## config.mk

```make
export PLATFORM = sky130hd
export DESIGN_NAME = rtc_oscillator_control
export DESIGN_NICKNAME = d
export VERILOG_FILES = /design/src/core/missing_clock_detect.v /design/src/core/rtc_oscillator_control.v /design/src/core/timebase_sync.v
export VERILOG_INCLUDE_DIRS = /design/src /design/src/core
export SDC_FILE = /design/constraint.sdc
export NUM_CORES = 1
export LEC_CHECK = 0
export BUFFER_PORTS_ARGS = -buffer_cell sky130_fd_sc_hd__buf_2
export CAP_MARGIN = 10
export CORE_MARGIN = 10
export CORE_UTILIZATION = 52
export CTS_CLUSTER_DIAMETER = 100
export DETAILED_ROUTE_END_ITERATION = 10
export GPL_TIMING_DRIVEN = 1
export PLACE_DENSITY = 0.76
export SLEW_MARGIN = 15
export SYNTH_ARGS = -nofsm -noshare
export SYNTH_HDL_FRONTEND = slang
export SYNTH_SLANG_ARGS = --single-unit
```

## constraint.sdc

```tcl
create_clock -name clk -period 1.94 [get_ports clk]
set_clock_uncertainty 0.1 [all_clocks]
set_input_delay 0.097 -clock clk [delete_from_list [all_inputs] [get_ports clk]]
set_output_delay 0.097 -clock clk [all_outputs]
set_load 0.005 [all_outputs]
```

## src/core/rtc_osc_map.vh

```
`ifndef RTC_OSC_MAP_VH
`define RTC_OSC_MAP_VH
// indirect register indices
`define IDX_RTC_CONTROL     4'h4
`define IDX_OSC_CONTROL     4'h5
`define IDX_WIDTH           4
// control register fields
`define CTL_POWER_BIT       7
`define CTL_MCD_EN_BIT      6
`define CTL_FAIL_BIT        5
// oscillator control fields
`define OSC_AGC_BIT         7
`define OSC_MODE_BIT        6
`define OSC_BIAS_BIT        5
`define OSC_VALID_BIT       4
// reset values
`define CTL_RESET           8'h00
`define OSC_RESET           8'h00
// timing
`define CLK_HZ              20000000
`define MISSING_CLOCK_NS    50000
`define MISSING_CLOCK_CYC   ((`MISSING_CLOCK_NS * (`CLK_HZ / 1000000)) / 1000)
`define VALID_EDGES         16'h0400
`endif

```

## src/core/missing_clock_detect.v

```verilog
`timescale 1ns/100ps
`default_nettype none
`include "rtc_osc_map.vh"
module missing_clock_detect
#(
    parameter LIMIT = `MISSING_CLOCK_CYC
)
(
    input  wire clk,
    input  wire arst_n,
    input  wire enable,
    input  wire level,
    output reg  timeout
);
    reg        lastLevel_reg;  // previous sample
    reg [15:0] stuckCount_reg; // cycles without an edge
    reg        armed_reg;      // one-shot guard

    // counts cycles the timebase stays at one level
    always @(posedge clk or negedge arst_n)
    begin
        if (!arst_n)
        begin
            lastLevel_reg  <= 1'b0;
            stuckCount_reg <= 16'h0000;
            armed_reg      <= 1'b1;
            timeout        <= 1'b0;
        end
        else
        begin
            lastLevel_reg <= level;
            timeout       <= 1'b0;
            if (!enable || level != lastLevel_reg)
            begin
                // edge seen or disabled: restart and rearm
                stuckCount_reg <= 16'h0000;
                armed_reg      <= 1'b1;
            end
            else if (stuckCount_reg >= LIMIT[15:0])
            begin
                // one pulse per stall
                timeout   <= armed_reg;
                armed_reg <= 1'b0;
            end
            else
            begin
                stuckCount_reg <= stuckCount_reg + 16'h0001;
            end
        end
    end
endmodule
`default_nettype wire

```

## src/core/rtc_oscillator_control.v

```verilog
// Overview of operation
// - block timebase comes from own oscillator
// - crystal 32.768 kHz, self-oscillate 20/40 kHz
// - mode bit 1 crystal, 0 self-oscillate
// - self-oscillate bias bit picks 20/40 kHz
// - self-oscillate mode valid without waiting
// - gain control bit 7 trims crystal amplitude
// - bias doubling bit 5 doubles bias current
// - stuck timebase over 50 us sets fail
// - timeout wakes oscillator, interrupt, reset
// - power bit 7 enables oscillator and bias
// - timebase selectable as clock, routable to pin
// - control registers reached via address/data ports
`timescale 1ns/100ps
`default_nettype none
`include "rtc_osc_map.vh"
module rtc_oscillator_control
#(
    parameter MISSING_LIMIT = `MISSING_CLOCK_CYC,
    parameter VALID_COUNT   = `VALID_EDGES
)
(
    input  wire       clk,
    input  wire       arst_n,
    input  wire       addrWrite,
    input  wire [7:0] addrData,
    output wire [7:0] addrRead,
    input  wire       dataWrite,
    input  wire       dataReadStrobe,
    input  wire [7:0] dataIn,
    output reg  [7:0] dataOut,
    input  wire       rtcTimebaseClock,
    input  wire       rtcIntEnable,
    input  wire       rtcResetEnable,
    output reg        oscPowerEnable,
    output reg        autoGainEnable,
    output reg        biasDoubleEnable,
    output reg        oscModeSelect,
    output reg        wakeInternalOsc,
    output reg        rtcInterrupt,
    output reg        mcuReset,
    input  wire       sysClockSelect,
    input  wire       pinRouteEnable,
    output wire       systemClockSource,
    output wire       timebasePinOut
);
    // register state of the block; software reaches it only through
    // the index port and the data port, so reaching a new register takes two steps:
    // load the index, then strobe a write or a read on the data port
    // the index stays put between accesses
    reg  [`IDX_WIDTH-1:0] indexReg;       // indirect address port
    reg                   failFlag_reg;   // sticky oscillator fail
    reg                   mcdEnable_reg;  // detector enable
    reg                   oscValid_reg;   // clock valid status
    reg  [15:0]           edgeCount_reg;  // crystal start-up counter
    reg                   prevTb_reg;     // last synced timebase
    wire                  tbSync;         // synchronised timebase
    wire                  timeoutPulse;   // detector one-shot
    wire                  ctlSel;         // control reg addressed
    wire                  oscSel;         // osc control addressed
    wire                  tbEdge;         // timebase toggled
    wire                  settled;        // crystal saw enough edges
    wire                  ctlWrite;       // data write to control reg
    wire                  oscWrite;       // data write to osc control
    reg                   failFlag_next;  // next fail flag value
    reg  [1:0]            startState_reg;  // start-up sequencer state
    reg  [1:0]            startState_next; // sequencer next state
    reg  [15:0]           edgeCount_next; // next settle count
    reg  [7:0]            readMux;        // value a read would return

    // start-up sequencer states
    localparam [1:0] ST_OFF    = 2'b00; // oscillator unpowered
    localparam [1:0] ST_SETTLE = 2'b01; // crystal still settling
    localparam [1:0] ST_RUN    = 2'b10; // clock reported valid

    // index readback and register decode
    assign addrRead = {{(8-`IDX_WIDTH){1'b0}}, indexReg};
    assign ctlSel   = (indexReg == `IDX_RTC_CONTROL);
    assign oscSel   = (indexReg == `IDX_OSC_CONTROL);
    assign tbEdge   = (tbSync != prevTb_reg);
    assign settled  = (edgeCount_reg >= VALID_COUNT[15:0]);
    assign ctlWrite = dataWrite && ctlSel;
    assign oscWrite = dataWrite && oscSel;

    // timebase is an outside clock: sample it first
    // two flops keep metastability away from the edge logic
    timebase_sync u_sync
    (
        .clk     (clk),
        .arst_n  (arst_n),
        .asyncIn (rtcTimebaseClock),
        .syncOut (tbSync)
    );

    // stuck-level watchdog on the timebase
    // its count starts at the synchronised edge, after the two synchroniser cycles
    // it runs only while software enables it
    missing_clock_detect #(.LIMIT(MISSING_LIMIT)) u_mcd
    (
        .clk     (clk),
        .arst_n  (arst_n),
        .enable  (mcdEnable_reg),
        .level   (tbSync),
        .timeout (timeoutPulse)
    );

    // block runs off its own oscillator timebase
    // the synchronised copy is gated, so no logic here reads the raw pin;
    // the routed clock lags the oscillator by two system clocks
    // and is held low while its select is off
    assign systemClockSource = sysClockSelect ? tbSync : 1'b0;
    assign timebasePinOut    = pinRouteEnable ? tbSync : 1'b0;

    // indirect address port
    always @(posedge clk or negedge arst_n)
    begin
        if (!arst_n)
            // index cleared on reset
            indexReg <= {`IDX_WIDTH{1'b0}};
        else if (addrWrite)
            // upper address bits are ignored
            // no auto-increment for these two registers
            indexReg <= addrData[`IDX_WIDTH-1:0];
    end

    // register writes through the data port
    // writes to any other index are ignored
    always @(posedge clk or negedge arst_n)
    begin
        if (!arst_n)
        begin
            // oscillator off, detector off
            oscPowerEnable   <= 1'b0;
            mcdEnable_reg    <= 1'b0;
            autoGainEnable   <= 1'b0;
            oscModeSelect    <= 1'b0;
            biasDoubleEnable <= 1'b0;
        end
        else if (ctlWrite)
        begin
            // control register: power and detector enable
            oscPowerEnable <= dataIn[`CTL_POWER_BIT];
            mcdEnable_reg  <= dataIn[`CTL_MCD_EN_BIT];
        end
        else if (oscWrite)
        begin
            // oscillator control: valid bit is read-only
            autoGainEnable   <= dataIn[`OSC_AGC_BIT];
            oscModeSelect    <= dataIn[`OSC_MODE_BIT];
            biasDoubleEnable <= dataIn[`OSC_BIAS_BIT];
        end
    end

    // fail flag next value: hardware set wins over software clear
    always @*
    begin
        failFlag_next = failFlag_reg;
        if (timeoutPulse)
            // detector one-shot fired
            failFlag_next = 1'b1;
        else if (ctlWrite && !dataIn[`CTL_FAIL_BIT])
            // software clears by writing zero; a one leaves it
            failFlag_next = 1'b0;
    end

    // fail flag register
    always @(posedge clk or negedge arst_n)
    begin
        if (!arst_n)
            failFlag_reg <= 1'b0;
        else
            failFlag_reg <= failFlag_next;
    end

    // crystal start-up: valid only after the timebase has toggled
    // VALID_COUNT times; self-oscillate is valid at once
    // sequencer next state and settle count
    always @*
    begin
        startState_next = startState_reg;
        edgeCount_next  = edgeCount_reg;
        case (startState_reg)
            ST_OFF:
            begin
                // powered down: forget any earlier settling
                edgeCount_next = 16'h0000;
                if (oscPowerEnable && !oscModeSelect)
                    startState_next = ST_RUN;
                else if (oscPowerEnable)
                    startState_next = ST_SETTLE;
            end
            ST_SETTLE:
            begin
                // count synchronised timebase edges while the crystal settles
                if (!oscPowerEnable)
                    startState_next = ST_OFF;
                else if (!oscModeSelect)
                    startState_next = ST_RUN;
                else if (settled)
                    startState_next = ST_RUN;
                else if (tbEdge)
                    edgeCount_next = edgeCount_reg + 16'h0001;
            end
            ST_RUN:
            begin
                // power loss, or crystal chosen before it settled, restarts
                if (!oscPowerEnable)
                    startState_next = ST_OFF;
                else if (oscModeSelect && !settled)
                    startState_next = ST_SETTLE;
            end
            default:
            begin
                // unused code: fall back to unpowered
                startState_next = ST_OFF;
                edgeCount_next  = 16'h0000;
            end
        endcase
    end

    // sequencer and status flops; valid follows the next state
    always @(posedge clk or negedge arst_n)
    begin
        if (!arst_n)
        begin
            prevTb_reg     <= 1'b0;
            edgeCount_reg  <= 16'h0000;
            startState_reg <= ST_OFF;
            oscValid_reg   <= 1'b0;
        end
        else
        begin
            prevTb_reg     <= tbSync;
            edgeCount_reg  <= edgeCount_next;
            startState_reg <= startState_next;
            oscValid_reg   <= (startState_next == ST_RUN);
        end
    end

    // timeout consequences, one-cycle pulses
    always @(posedge clk or negedge arst_n)
    begin
        if (!arst_n)
        begin
            // no consequence pending
            wakeInternalOsc <= 1'b0;
            rtcInterrupt    <= 1'b0;
            mcuReset        <= 1'b0;
        end
        else
        begin
            // each consequence lasts one cycle after the timeout
            // wake is unconditional; interrupt and reset follow their gates
            wakeInternalOsc <= timeoutPulse;
            rtcInterrupt    <= timeoutPulse && rtcIntEnable;
            mcuReset        <= timeoutPulse && rtcResetEnable;
        end
    end

    // read multiplexer over the indirect registers
    // fields sit at their mapped bit positions, other bits read zero
    always @*
    begin
        readMux = 8'h00;
        case (indexReg)
            `IDX_RTC_CONTROL:
            begin
                // timer and alarm bits are not kept here
                readMux[`CTL_POWER_BIT]  = oscPowerEnable;
                readMux[`CTL_MCD_EN_BIT] = mcdEnable_reg;
                readMux[`CTL_FAIL_BIT]   = failFlag_reg;
            end
            `IDX_OSC_CONTROL:
            begin
                // valid is status only
                readMux[`OSC_AGC_BIT]   = autoGainEnable;
                readMux[`OSC_MODE_BIT]  = oscModeSelect;
                readMux[`OSC_BIAS_BIT]  = biasDoubleEnable;
                readMux[`OSC_VALID_BIT] = oscValid_reg;
            end
            default:
            begin
                // unmapped index reads as zero
                readMux = 8'h00;
            end
        endcase
    end

    // data port read value, registered
    // holds until the next strobe
    always @(posedge clk or negedge arst_n)
    begin
        if (!arst_n)
            dataOut <= 8'h00;
        else if (dataReadStrobe)
            // value of the indexed register at the strobe
            dataOut <= readMux;
    end
endmodule
`default_nettype wire

```

## src/core/timebase_sync.v

```verilog
`timescale 1ns/100ps
`default_nettype none
module timebase_sync
(
    input  wire clk,
    input  wire arst_n,
    input  wire asyncIn,
    output wire syncOut
);
    reg firstReg;   // only read by secondReg
    reg secondReg;  // stable sample

    // two-flop synchroniser
    always @(posedge clk or negedge arst_n)
    begin
        if (!arst_n)
        begin
            firstReg  <= 1'b0;
            secondReg <= 1'b0;
        end
        else
        begin
            firstReg  <= asyncIn;
            secondReg <= firstReg;
        end
    end

    assign syncOut = secondReg;
endmodule
`default_nettype wire

```

-- Yosys cells after proc, flatten, opt, wreduce, memory -nomap -nowiden
Index checks and enable logic that the tools add are counted.
- magnitude comparators: 2
- $add $sub $neg: 2
- reduce and logical (&&, ||, !) cells: 17
- bitwise operators: 2
- equal/unequal tests: 11
- muxes and demuxes: 25
- operators with widths (cell ; count):
    16-bit two-way mux ; 6
    16-bit by 1-bit adder with 16-bit output, second input constant ; 2
    16-bit case mux with 2 select lines ; 1
    16-bit by 10-bit greater-or-equal comparator with 1-bit output, second input constant ; 1
    16-bit by 11-bit greater-or-equal comparator with 1-bit output, second input constant ; 1
    2-bit two-way mux ; 7
    1-bit two-way mux ; 9
    4-bit by 3-bit == test with 1-bit output, second input constant ; 2
    2-bit != test, second input constant ; 4
    1-bit logical AND ; 7
    2-bit case mux with 3 select lines ; 1
    3-bit case mux with 2 select lines ; 1
    5-bit AND reduction ; 1
    2-bit == test, second input constant ; 2
    1-bit logical NOT ; 4
    2-bit nonzero test ; 2
    2-bit by 1-bit == test with 1-bit output, second input constant ; 1
    2-bit logical NOT ; 1
    2-bit by 1-bit != test with 1-bit output, second input constant ; 1
    1-bit NOT ; 2
    2-bit AND reduction ; 1
    1-bit logical OR ; 1
    1-bit != test ; 1
- register bits: 57
- output and inout bits: 25
- input port bits: 26

-- Depth between registers and ports, before layout
- word-level depth: 7
- mapped depth: 6

-- Hierarchy
A second synthesis with hierarchy kept.
- cells, all modules: 244
- area total of the unflattened synthesis: 2678.8 µm²
- by module, submodules not included (module ; instances ; cells an instance ; area each (µm²)):
    rtc_oscillator_control ; 1 ; 164 ; 1776.7
    missing_clock_detect ; 1 ; 78 ; 852.1
    timebase_sync ; 1 ; 2 ; 50.0

-- Worst setup path before layout
Ideal clock, no wire load.
- kind: register to register
- from: register edgeCount_reg[12]
- to: register edgeCount_reg[8]
- period minus slack after synthesis: 1798 ps
- slack: 142 ps
- required time: 1700 ps
- path buffers: 1
- stages on the path, launching flop included: 6
- arrival time: 1558 ps
- cells stage by stage: dfrtp_1 > nor4_4 > a41oi_2 > buf_2 > o41ai_1 > a21oi_1
- cells in the longest elaborated chain, start to end: 3
- RTL lines (item ; RTL line ; RTL):
    start: declaration ; rtc_oscillator_control.v:55 ; reg [15:0] edgeCount_reg;
    start signal: assignment ; rtc_oscillator_control.v:234 ; edgeCount_reg <= edgeCount_next;
    16-bit by 11-bit greater-or-equal comparator with 1-bit output ; rtc_oscillator_control.v:81 ; assign settled = (edgeCount_reg >= VALID_COUNT[15:0]);
    2-bit != test (no source line) ; -- ;
    5-bit AND reduction (no source line) ; -- ;
No other way between the ends.
A chain may end at the register's enable or synchronous reset.

-- Final worst setup path
- from: register edgeCount_reg[10]
- to: register edgeCount_reg[8]
Same word-level chain as after synthesis.

==> reports/results.ini <==
[critical_path]
required_ns = 2.05
worstReg2RegStart = edgeCount_reg[10]
rrSetupSlack_ns = 0.03
worstReg2RegEnd = edgeCount_reg[8]
startpoint_type = flop
path_cells = nor4_4 -> a41oi_4 -> buf_4 -> o41ai_2 -> a21oi_1
critPathArrivalTime_ns = 2.01
worstSetupPathType = flop to flop
max_stage_delay_ns = 0.43
cp-end-kind = flop
reg2reg_depth = 5
crit_fanout = 8
slowest_stage = dfrtp_1

[grt]
grt_pass1_wl_um = 9960
antenna_found_initial = 0
groute.usage.overall_pct = 14.5
grt_max_degree = 32
grt_overflow = 0
first_global_vias = 2062

[floorplan]
fp.dieH_um = 91.6
die_w_um = 91.6
core_area_um2 = 5040
initial_core_util_pct = 52.9
die_area_um2 = 8400
ios = 51
placementRows = 26

[cts]
cts_buffer_depth = 2
cts_root_buf = clkbuf_8
cts.clk_slew.worst_paths_ns = 0.06
cts_sinks = 57
cts_tree = yes
htreeDepth = 3
clkLatencyLatePin_ns = 0.33
cts_buffers = 9

[synth]
syn_area_per_cell_um2 = 10.7
yosysWarnings = 0
syn_area_um2 = 2670
synth_seq_cells = 57
syn_inst = 250
yosys.cell_types.count = 40
ys_seq_area_share_pct = 53.5

[route]
wl_per_cell_um = 14.6
dr_wl_met2_um = 2830
wirelength_um = 5850
vias_per_cell = 5.31
vias = 2128
drtIter0Drc = 101
highest_layer = met4
wl_met1_um = 2580
dr_wl_met3_um = 348
dr.pass1.iters = 4
drc = 0
antenna_left = 0

[sta]
tightest_slew_ns = 0.579
maxSlewViolCount = 0
timing.final.crit_share_pct = 98.3
finalCriticalPeriod_ns = 1.91
hold_viol = 0
setup_viol = 0
fin_setup_tns_ns = 0
rsz0062_at_grt = true
slew_headroom_pct = 61.2
fmax_mhz = 524

[placed_design]
dp.cells = 365
dp_hpwl_um = 3920
port_buffers = 33
gp_congestion = 0.787

[power]
p_leak_nw = 1.57
p_per_area_nw_per_um2 = 950
ir_drop_mv = 0.649
power_mw = 3.28

[outcome]
status = complete, no violations

[finish]
nNetsFinal = 356
drive_gt1_share_pct = 28.4
fin_cells = 401
nFillCells = 377
antenna-diode-count = 0
area_growth_pct = 29.3

[min_path]
worstHoldStart = dataWrite
hold_path_end = biasDoubleEnable
hold_path.class = input pin to flop
hold_depth = 3

[flow_run]
drv_cap = 0

where the power goes:
| part | internal [mW] | switching [mW] | leakage (nW) | total [mW] |
|---|---|---|---|---|
| Combinational | 0.370 | 0.410 | 0.701 | 0.780 |
| Sequential | 1.28 | 0.0711 | 0.764 | 1.35 |
| Clock | 0.698 | 0.453 | 0.107 | 1.15 |
| Total | 2.35 | 0.933 | 1.57 | 3.28 |
placed cells by master (no fill, tap or decap), types with 2 or more instances in the layout:
cell type      instances
nor4_1                 7
a221oi_1               2
dlygate4sd3_1         16
a21oi_2                3
and2_1                 8
buf_2                 33
ha_1                   4
conb_1                 8
clkbuf_1               2
dfrtp_1               56
nor2_1                 8
o21ai_0               16
clkbuf_8              12
xor2_1                 2
mux2i_1                6
nand3_1               15
or3_1                  4
nand2_1               21
nor4b_1                2
and3_1                10
a21oi_1                8
inv_1                 13
or4_4                  2
o31ai_1                3
mux2_2                11
nand2b_1               7
buf_4                 22
nand4_1                6
o21a_1                 4
logic make-up after synthesis:
family	Yosys count	share of synthesized area (%)
and+or+nand+nor	99	21.3
DFF	57	53.5
xor gates and xnor gates	4	1.59
muxes	17	6.89
other	1	0.141
buffers and inverters	27	5.16
adders and majority gates	5	2.25
AOI/OAI and AO/OA	40	9.19
metrics by stage:
stage	instance area, um^2	utilization, %	worst slack (ns)	hold WS [ns]
after global placement	3000	59.5	0.0458	0.0234
after CTS	3380	67.0	0.0410	0.104
final	3450	68.4	0.0331	0.113
after floorplan	2700	-	0.142	-0.299
after detailed placement	3000	59.5	0.00588	0.0213
after global routing	3450	68.4	-0.0611	0.135
cell type report:
cell class	instances	area (um^2)	share of cell area, %
multi-input cells	173	1180	34.1
inverters	13	48.8	1.41
repair buffers	72	502	14.5
clock inverters	2	35.0	1.02
well taps	70	87.6	2.54
flip-flops and latches	57	1430	41.4
clock buffers	14	173	5.00
what timing repair did:
action / in CTS / in global routing
setup buffers: 0 / 4
resized for setup: 1 / 9
endpoints found under the setup margin: 2 / 8
hold buffers: 16 / 0
pin swaps: 0 / 9
hold endpoints to repair: 73 / 0
how the worst max path moves through the flow:
stage / from / to / slack, ns / depth (start not counted)
detailed placement: edgeCount_reg[12] / edgeCount_reg[5] / 0.006 / 5
finish: edgeCount_reg[10] / edgeCount_reg[8] / 0.03 / 5
global placement: edgeCount_reg[12] / edgeCount_reg[4] / 0.05 / 5
global route: edgeCount_reg[10] / edgeCount_reg[9] / -0.06 / 5
floorplan: edgeCount_reg[12] / edgeCount_reg[8] / 0.14 / 5
CTS: edgeCount_reg[12] / edgeCount_reg[5] / 0.04 / 5
critical path: cells and delay by family, from the launching register on:
kind	cells	cell delay, ns
flip-flops	1	0.43
AO/OA/AOI/OAI	3	0.67
AND/OR/NAND/NOR	1	0.37
buffers and inverters	1	0.20
per-layer routing:
layer  track usage, %  vias up
li1                 -     1031
met1             17.6     1038
met2             22.5       48
met3             5.38       11
met4             6.92        0
met5                0        -
cells in the mapped netlist (all sizes together):
library cell,count,share of area [%]
o21ai,16,3.0
nand2,21,3.0
nor3,1,0.38
nand4,6,1.4
a41oi,1,0.61
o31ai,4,1.1
xor2,2,0.66
conb,1,0.14
and3,10,2.3
clkbuf,3,0.42
o41ai,1,0.33
nand2b,7,1.6
nand3b,1,0.28
and3b,1,0.33
dfrtp,56,53
inv,13,1.8
maj3,1,0.38
mux2i,6,2.3
nand3,15,2.8
nor4,8,2.4
nor2,8,1.1
and2,8,1.9
buf,11,2.9
xnor2,2,0.94
nor4b,2,0.66
mux2,11,4.6
or4,3,0.84
o21a,4,1.1
ha,4,1.9
or3,5,1.2
a221oi,2,0.66
nor3b,1,0.28
or4b,1,0.38
and4b,1,0.38
a21o,1,0.28
a21oi,11,2.1
dfstp,1,0.98
Power figures use the tool's default switching activity.
